--- src/flag_pkg.sv ---
package flag_pkg;
  localparam logic [3:0] RANGE_AUTO     = 4'h0_00c;
  localparam logic [3:0] RANGE_MAX      = 4'h0_00b;
  localparam logic [3:0] RANGE_MIN      = 4'h0_000;
  localparam logic [1:0] MODE_SHUTDOWN  = 2'h0_0;
  localparam logic [1:0] MODE_SINGLE    = 2'h1;
  localparam logic [3:0] ADDR_CONFIG    = 4'h1;
  localparam logic [3:0] ADDR_STATUS    = 4'h2;
  localparam logic [3:0] ADDR_IRQ_EN    = 4'h3;
  localparam logic [3:0] ADDR_IRQ_CLR   = 4'h4;
  localparam logic [3:0] ADDR_RANGE     = 4'h5;
  localparam logic [3:0] RANGE_RESET    = 4'h0_00c;
  localparam int         CFG_RANGE_LSB  = 12;
  localparam int         CFG_MODE_LSB   = 9;
  localparam int         CFG_OVF_BIT    = 8;
  localparam int         CFG_DONE_BIT   = 7;
  localparam int         IRQ_W          = 2;

  typedef struct packed {
    logic       done;
    logic       overload;
  } conv_event_t;

  typedef struct packed {
    logic [3:0] addr;
    logic [15:0] wdata;
    logic       wr;
    logic       rd;
  } bus_req_t;
endpackage

--- src/overflow_ready_flags.sv ---
`timescale 1ns/1ps
// Notes on behaviour
// - range code 1100b selects automatic ranging
// - overflow flag high only on overflow
// - overflow flag recomputed on each measurement
// - manual range flags transient overloads too
// - auto mode flags only beyond top range
// - auto overflow aborts, raises range, restarts
// - stepping repeats until clean or maximum
// - auto overflow flag updated after stepping ends
// - conversion done flag set on completion
// - config read or non-shutdown write clears done
// - shutdown write leaves done flag alone
module overflow_ready_flags
  import flag_pkg::*;
(
  input  wire logic        ref_clk,
  input  wire logic        rst_n,
  input  wire logic [3:0]  addr,
  input  wire logic [15:0] wdata,
  input  wire logic        wr,
  input  wire logic        rd,
  output logic      [15:0] rdata,
  input  wire logic        conv_start,
  input  wire logic        conv_end,
  input  wire logic        conv_overload,
  output logic             abort_restart,
  output logic      [3:0]  active_range,
  output logic      [3:0]  range_select,
  output logic      [1:0]  mode,
  output logic             overflow_flag,
  output logic             conversion_done_flag,
  output logic             irq
);
  logic        rst_meta_reg;
  logic        rst_sync_reg;
  logic [3:0]  range_reg;
  logic [1:0]  mode_reg;
  logic        ovf_reg;
  logic [15:0] rdata_reg;
  logic [IRQ_W-1:0] irq_en_reg;
  logic [IRQ_W-1:0] irq_stat;
  logic [IRQ_W-1:0] irq_set;
  logic [IRQ_W-1:0] irq_clr;
  logic [15:0] rdata_next;
  logic [15:0] cfg_word;
  logic        cfg_rd;
  logic        cfg_wr;
  logic        done_clr;
  logic        seq_done;
  logic        seq_overflow;
  logic        done_q;
  conv_event_t ev;
  bus_req_t    req;

  always_ff @(posedge ref_clk or negedge rst_n) begin
    if (!rst_n) begin
      rst_meta_reg <= 1'b0;
      rst_sync_reg <= 1'b0;
    end else begin
      rst_meta_reg <= 1'b1;
      rst_sync_reg <= rst_meta_reg;
    end
  end

  assign req = '{addr: addr, wdata: wdata, wr: wr, rd: rd};
  assign ev  = '{done: conv_end, overload: conv_overload};

  range_stepper u_step (
    .clk           (ref_clk),
    .rst_n         (rst_sync_reg),
    .start         (conv_start),
    .range_select  (range_reg),
    .ev            (ev),
    .abort_restart (abort_restart),
    .active_range  (active_range),
    .seq_done      (seq_done),
    .seq_overflow  (seq_overflow)
  );

  assign cfg_rd   = req.rd && (req.addr == ADDR_CONFIG);
  assign cfg_wr   = req.wr && (req.addr == ADDR_CONFIG);
  assign done_clr = cfg_rd ||
    (cfg_wr && (req.wdata[CFG_MODE_LSB +: 2] != MODE_SHUTDOWN));

  sticky_bit u_done (
    .clk   (ref_clk),
    .rst_n (rst_sync_reg),
    .set   (seq_done),
    .clr   (done_clr),
    .q     (done_q)
  );

  assign irq_set = {seq_done && seq_overflow, seq_done};
  assign irq_clr = (req.wr && (req.addr == ADDR_IRQ_CLR))
                 ? req.wdata[IRQ_W-1:0] : '0;

  genvar gi;
  generate
    for (gi = 0; gi < IRQ_W; gi++) begin : g_irq
      sticky_bit u_irq (
        .clk   (ref_clk),
        .rst_n (rst_sync_reg),
        .set   (irq_set[gi]),
        .clr   (irq_clr[gi]),
        .q     (irq_stat[gi])
      );
    end
  endgenerate

  always_ff @(posedge ref_clk or negedge rst_sync_reg) begin
    if (!rst_sync_reg) begin
      range_reg  <= RANGE_RESET;
      mode_reg   <= MODE_SHUTDOWN;
      irq_en_reg <= '0;
    end else begin
      if (cfg_wr) begin
        range_reg <= req.wdata[CFG_RANGE_LSB +: 4];
        mode_reg  <= req.wdata[CFG_MODE_LSB +: 2];
      end else if (seq_done && mode_reg == MODE_SINGLE) begin
        mode_reg  <= MODE_SHUTDOWN;
      end
      if (req.wr && (req.addr == ADDR_IRQ_EN)) begin
        irq_en_reg <= req.wdata[IRQ_W-1:0];
      end
    end
  end

  always_ff @(posedge ref_clk or negedge rst_sync_reg) begin
    if (!rst_sync_reg) begin
      ovf_reg <= 1'b0;
    end else if (seq_done) begin
      ovf_reg <= seq_overflow;
    end
  end

  assign cfg_word = {range_reg, 1'b0, mode_reg, ovf_reg, done_q, 7'h0_0};

  assign rdata_next =
      !req.rd                      ? 16'h0_000
    : (req.addr == ADDR_CONFIG)    ? cfg_word
    : (req.addr == ADDR_STATUS)    ? {14'h0_000, irq_stat}
    : (req.addr == ADDR_IRQ_EN)    ? {14'h0_000, irq_en_reg}
    : (req.addr == ADDR_RANGE)     ? {12'h0_000, active_range}
    : 16'h0_000;

  always_ff @(posedge ref_clk or negedge rst_sync_reg) begin
    if (!rst_sync_reg) begin
      rdata_reg <= 16'h0_000;
    end else begin
      rdata_reg <= rdata_next;
    end
  end

  assign rdata                = rdata_reg;
  assign range_select         = range_reg;
  assign mode                 = mode_reg;
  assign overflow_flag        = ovf_reg;
  assign conversion_done_flag = done_q;
  assign irq                  = |(irq_stat & irq_en_reg);
endmodule

--- src/range_stepper.sv ---
`timescale 1ns/1ps
module range_stepper
  import flag_pkg::*;
(
  input  wire logic       clk,
  input  wire logic       rst_n,
  input  wire logic       start,
  input  wire logic [3:0] range_select,
  input  wire conv_event_t ev,
  output logic            abort_restart,
  output logic [3:0]      active_range,
  output logic            seq_done,
  output logic            seq_overflow
);
  logic [3:0] range_reg;
  logic [3:0] range_next;
  logic       auto_mode;
  logic       at_max;
  logic       step_up;
  logic       done_reg;
  logic       ovf_reg;

  assign auto_mode     = (range_select == RANGE_AUTO);
  assign at_max        = (range_reg == RANGE_MAX);
  assign step_up       = auto_mode && ev.overload && !at_max;
  assign abort_restart = step_up;
  assign range_next    = start ? (auto_mode ? RANGE_MIN : range_select)
                       : step_up ? range_reg + 4'h1 : range_reg;
  assign active_range  = range_reg;
  assign seq_done      = done_reg;
  assign seq_overflow  = ovf_reg;

  always_ff @(posedge clk or negedge rst_n) begin
    if (!rst_n) begin
      range_reg <= RANGE_MIN;
      done_reg  <= 1'b0;
      ovf_reg   <= 1'b0;
    end else begin
      range_reg <= range_next;
      // completion only when no further step is pending
      done_reg  <= ev.done && !step_up;
      // manual: any transient overload counts; auto: only at top range
      ovf_reg   <= ev.overload && (!auto_mode || at_max);
    end
  end
endmodule

--- src/sticky_bit.sv ---
`timescale 1ns/1ps
module sticky_bit (
  input  wire logic clk,
  input  wire logic rst_n,
  input  wire logic set,
  input  wire logic clr,
  output logic      q
);
  always_ff @(posedge clk or negedge rst_n) begin
    if (!rst_n) begin
      q <= 1'b0;
    end else if (set) begin
      q <= 1'b1;
    end else if (clr) begin
      q <= 1'b0;
    end
  end
endmodule

--- config.mk ---
export PLATFORM = sky130hd
export DESIGN_NAME = overflow_ready_flags
export DESIGN_NICKNAME = d
export VERILOG_FILES = /design/src/flag_pkg.sv /design/src/overflow_ready_flags.sv /design/src/range_stepper.sv /design/src/sticky_bit.sv
export SDC_FILE = /design/constraint.sdc
export NUM_CORES = 1
export LEC_CHECK = 0
export ABC_AREA = 1
export CAP_MARGIN = 5
export CORE_MARGIN = 2
export CORE_UTILIZATION = 47
export DETAILED_ROUTE_END_ITERATION = 12
export DONT_BUFFER_PORTS = 1
export GPL_TIMING_DRIVEN = 1
export PLACE_DENSITY_LB_ADDON = 0.1
export SYNTH_ARGS = -nofsm -noshare
export SYNTH_HDL_FRONTEND = slang
export SYNTH_SLANG_ARGS = --single-unit
--- constraint.sdc ---
create_clock -name ref_clk -period 1.06 [get_ports ref_clk]
set_input_delay 0.106 -clock ref_clk [delete_from_list [all_inputs] [get_ports ref_clk]]
set_output_delay 0.106 -clock ref_clk [all_outputs]
set_load 0.01 [all_outputs]
==> impl_summary.log <==
[metrics] Post-Syn Area per Cell: 8.685 um^2
[metrics] Netlist Area Pre-Place: 1476 um^2
[metrics] DRC violations left: 0
[metrics] total congestion overflow: 0
[metrics] post-layout utilization of the core: 65.58%
[metrics] highest routing layer actually used: met4
[metrics] adder-cell share of the synthesized area: 0.8475%
[metrics] number of sinks driven by the clock tree: 32
[metrics] number of buffers between clock root and the deepest sink: 2
[metrics] maximum level of the CTS H-tree: 2
[metrics] routed wire length per instance: 12.70 um
[metrics] endpoint kind of the worst setup timing path: primary output
[metrics] top cell type's share of synthesized area: between 50% and 60%
[metrics] Critical Path Fanout Max: 2
[metrics] global router's overall resource usage: about a fifth
[metrics] parity-gate share of the synthesized area counting xor and xnor cells: 0%
[metrics] routed length on met3: 238 um
[metrics] CTS tree: built
[metrics] register cell area after layout: 805.8 um^2
[metrics] Post-synth top cells: sky130_fd_sc_hd__nand2_1, sky130_fd_sc_hd__dfrtp_1, sky130_fd_sc_hd__inv_1
[metrics] GPL Wtd Cong: 0.7911
[metrics] number of instances in the synthesized netlist: 170
[metrics] number of nets in the finished design: 240
[metrics] DRT met1 WL: between 1000 and 1500 um
[metrics] fill count: 257
[metrics] wire length of the first global-routing pass: about 5300 um
[metrics] sum of internal, switching and leakage power: 0.003279 W
[metrics] reported leakage power: 0.9903 nW
[metrics] Hold WC Path Type: input port to flip-flop
[metrics] time the final worst path needs with I/O delays and setup: 1.350 ns
[metrics] area of the core: 3028 um^2
[metrics] Post-DP Area: 1637 um^2
[metrics] setup violators final: 10
[metrics] Die X: between 60 and 70 um
[metrics] post-synthesis mux area share: 0%
[metrics] via total after detailed routing: 1,202
[metrics] final total negative setup slack: -1.349 ns
[metrics] P per Cell Area: 1651 nW/um^2
[metrics] Yosys cell types: 25
[metrics] Worst Path Class, Setup: flip-flop to primary output
[metrics] Initial Utilization: about 49%
[metrics] die height: 60.05 um
[metrics] HPWL after detailed placement: 2157 um
[metrics] cell-by-cell listing of the critical path: nand2_4 -> nor2_4 -> nand3_2 -> inv_2
[metrics] DRC violation total after the first TritonRoute iteration: 57
[metrics] Worst Clk Skew: 0.007503 ns
[metrics] ANT nets after route: 0
[metrics] data arrival time of the critical path: 1.24 ns
[metrics] largest net degree at the start of global routing: 31
[metrics] library cell used as clock root buffer: sky130_fd_sc_hd__clkbuf_4
[metrics] number of inserted diodes: 0
[metrics] period utilization: 127.3%
[metrics] later-pin clock latency in the skew report: 0.34 ns
[metrics] worst vdd rail ir drop: 1.449 mV
[metrics] Crit-path slowest cell: sky130_fd_sc_hd__dfstp_2
[metrics] initial antenna violation count: 0
[metrics] routed wl met2: 1655 um
[metrics] share of post-route cells with drive strength above 1: ~29%
[metrics] Syn. warnings: 0
[metrics] Yosys top cell by area: sky130_fd_sc_hd__dfrtp_1
[metrics] synthesized flop and latch total: 32
[metrics] count leader, synth: sky130_fd_sc_hd__nand2_1
[metrics] fraction of synthesis flops using an asynchronous set or reset pin: 100.0%
[metrics] unrepaired setup endpoints after global routing: true
[metrics] number of port buffers: 0
[metrics] top post-synthesis cells by area: sky130_fd_sc_hd__dfrtp_1, sky130_fd_sc_hd__nand2_1, sky130_fd_sc_hd__inv_1
[metrics] CTS Hold Bufs: 18
[metrics] area share of and/or/nand/nor cells after synthesis: 27.80%
[metrics] dominant combinational cell family by area after synthesis: simple AND/OR/NAND/NOR gates
[metrics] via count of the first global-routing pass: 1,208
[metrics] Final Max Tran Viols: 0
[metrics] max-cap violations: 0
[metrics] final non-filler cell area: 1986 um^2
[metrics] maximum frequency from static timing analysis: ~740 MHz
[metrics] outcome: finished with violations
[metrics] Top-Level Pins: 57
[metrics] post-synthesis sequential area ratio: 54.41%
[metrics] non-filler instance count after layout: between 200 and 300
[metrics] Total Routed Length: between 3000 and 4000 um
[metrics] Multi-input gate area: 596.8 um^2
[metrics] clock-pin slew on the worst setup and hold paths: 0.11 ns
[metrics] router iterations before antenna repair: 4
[metrics] Cells after DPL: roughly 230
[metrics] synthesis-to-layout area growth: 34.49%
[metrics] Required @ worst endpoint: 0.95 ns
[metrics] failing checks: hold timing, setup timing
[metrics] total CTS buffers: 5
[metrics] maximum single-stage delay on the critical path: 0.57 ns
[metrics] minimum hold slack: -0.09972 ns
[metrics] setup ws final: -0.2899 ns
[metrics] type of origin of the critical path: flip-flop
[metrics] EDFF count, synth: 0
[metrics] Rows: 20
[metrics] final hold violations: 2
[metrics] ratio of routed vias to standard cells: 4.677
[metrics] synthesized-area fraction occupied by ao, oa, aoi and oai cells: 7.034%
[metrics] max FFs per register: 12
[metrics] DIE AREA: 3605 um^2
[metrics] top_reg_cell synth: sky130_fd_sc_hd__dfrtp_1
-- final timing paths --
path	startpoint	to	slack, ns	cells past startpoint
min in group asynchronous	rst_sync_reg$_DFF_PN0_	u_step.seq_overflow$_DFF_PN0_	0.22	1
min reg2reg	rst_sync_reg$_DFF_PN0_	u_step.seq_overflow$_DFF_PN0_	0.22	1
max	range_select[2]$_DFFE_PN1P_	abort_restart	-0.29	4
max in group asynchronous	rst_n	rst_meta_reg$_DFF_PN0_	0.41	2
max reg2reg	range_select[2]$_DFFE_PN1P_	u_step.active_range[2]$_DFFE_PN0P_	-0.17	7
min	conv_overload	u_step.seq_overflow$_DFF_PN0_	-0.1	1
-- cell usage in the layout (no fill, tap or decap) --
cell / netlist / final
sky130_fd_sc_hd__nand4_1: 2 / 2
sky130_fd_sc_hd__inv_1: 22 / 18
sky130_fd_sc_hd__o21ai_1: 3 / 4
sky130_fd_sc_hd__a21boi_0: 1 / 1
sky130_fd_sc_hd__o22ai_4: 0 / 1
sky130_fd_sc_hd__buf_6: 1 / 4
sky130_fd_sc_hd__o21ai_0: 8 / 7
sky130_fd_sc_hd__conb_1: 2 / 5
sky130_fd_sc_hd__or2_2: 1 / 1
sky130_fd_sc_hd__dlygate4sd3_1: 0 / 18
sky130_fd_sc_hd__nand2_2: 7 / 6
sky130_fd_sc_hd__buf_4: 4 / 14
sky130_fd_sc_hd__nand2_1: 38 / 37
sky130_fd_sc_hd__nand3_2: 1 / 2
sky130_fd_sc_hd__nor2_1: 18 / 17
sky130_fd_sc_hd__buf_12: 0 / 1
sky130_fd_sc_hd__clkinvlp_4: 0 / 1
sky130_fd_sc_hd__clkbuf_4: 0 / 5
sky130_fd_sc_hd__o21ai_2: 4 / 4
sky130_fd_sc_hd__nor2_2: 2 / 2
sky130_fd_sc_hd__dfstp_2: 2 / 2
sky130_fd_sc_hd__nor2_4: 3 / 4
sky130_fd_sc_hd__dfrtp_2: 0 / 2
sky130_fd_sc_hd__nand2_4: 1 / 3
sky130_fd_sc_hd__nand3_1: 12 / 11
sky130_fd_sc_hd__dfrtp_1: 30 / 28
sky130_fd_sc_hd__inv_2: 3 / 7
sky130_fd_sc_hd__nor3_1: 2 / 2
sky130_fd_sc_hd__clkinv_2: 0 / 1
sky130_fd_sc_hd__bufinv_16: 0 / 1
sky130_fd_sc_hd__clkinv_1: 1 / 1
sky130_fd_sc_hd__ha_4: 0 / 1
-- per-layer routing --
layer,vias to the layer above,GRT usage [%]
met4,0,7.619
met3,7,7.792
met5,-,0
met1,552,24.02
li1,604,-
met2,39,34.01
-- area by class of cell --
class	instances	area share, %
clock inverters	3	2.142
flip-flops and latches	32	40.58
inverters	26	4.915
repair buffers	37	17.64
multi-input cells	110	30.06
well taps	44	2.773
clock buffers	5	1.890
-- cell families after synthesis --
family,after synthesis
other,2
AO/OA/AOI/OAI,17
buffers and inverters,31
AND/OR/NAND/NOR,87
flip-flops,32
adder cells (fa/ha/maj),1
-- worst max-delay path: cells and delay by family, from the launching register on --
kind                   cells  cell delay, ns
buffers and inverters      1            0.10
flip-flops                 1            0.57
AND/OR/NAND/NOR            3            0.24
-- timing repair --
item / 4_1_cts / 5_1_grt
endpoints found under the setup margin: 10 / 13
gates resized for setup: 7 / 6
hold endpoints to repair: 18 / 2
buffers inserted: 4 / 2
pin swaps: 2 / 2
-- power by group --
group | leakage, nW | internal [W] | switching [W] | total, W
Combinational | 0.553 | 0.000420 | 0.000443 | 0.000863
Sequential | 0.396 | 0.00137 | 0.000116 | 0.00148
Clock | 0.0412 | 0.000491 | 0.000444 | 0.000935
Total | 0.990 | 0.00228 | 0.00100 | 0.00328
-- through the flow --
stage	hold WS [ns]	worst slack (ns)
CTS	-0.1064	-0.2996
global placement	-0.1896	-0.07393
detailed placement	-0.1895	-0.09687
global route	-0.1130	-0.3737
finish	-0.09972	-0.2899
floorplan	-0.1896	-0.06263
No activity file was read; power rests on OpenSTA's default activity.
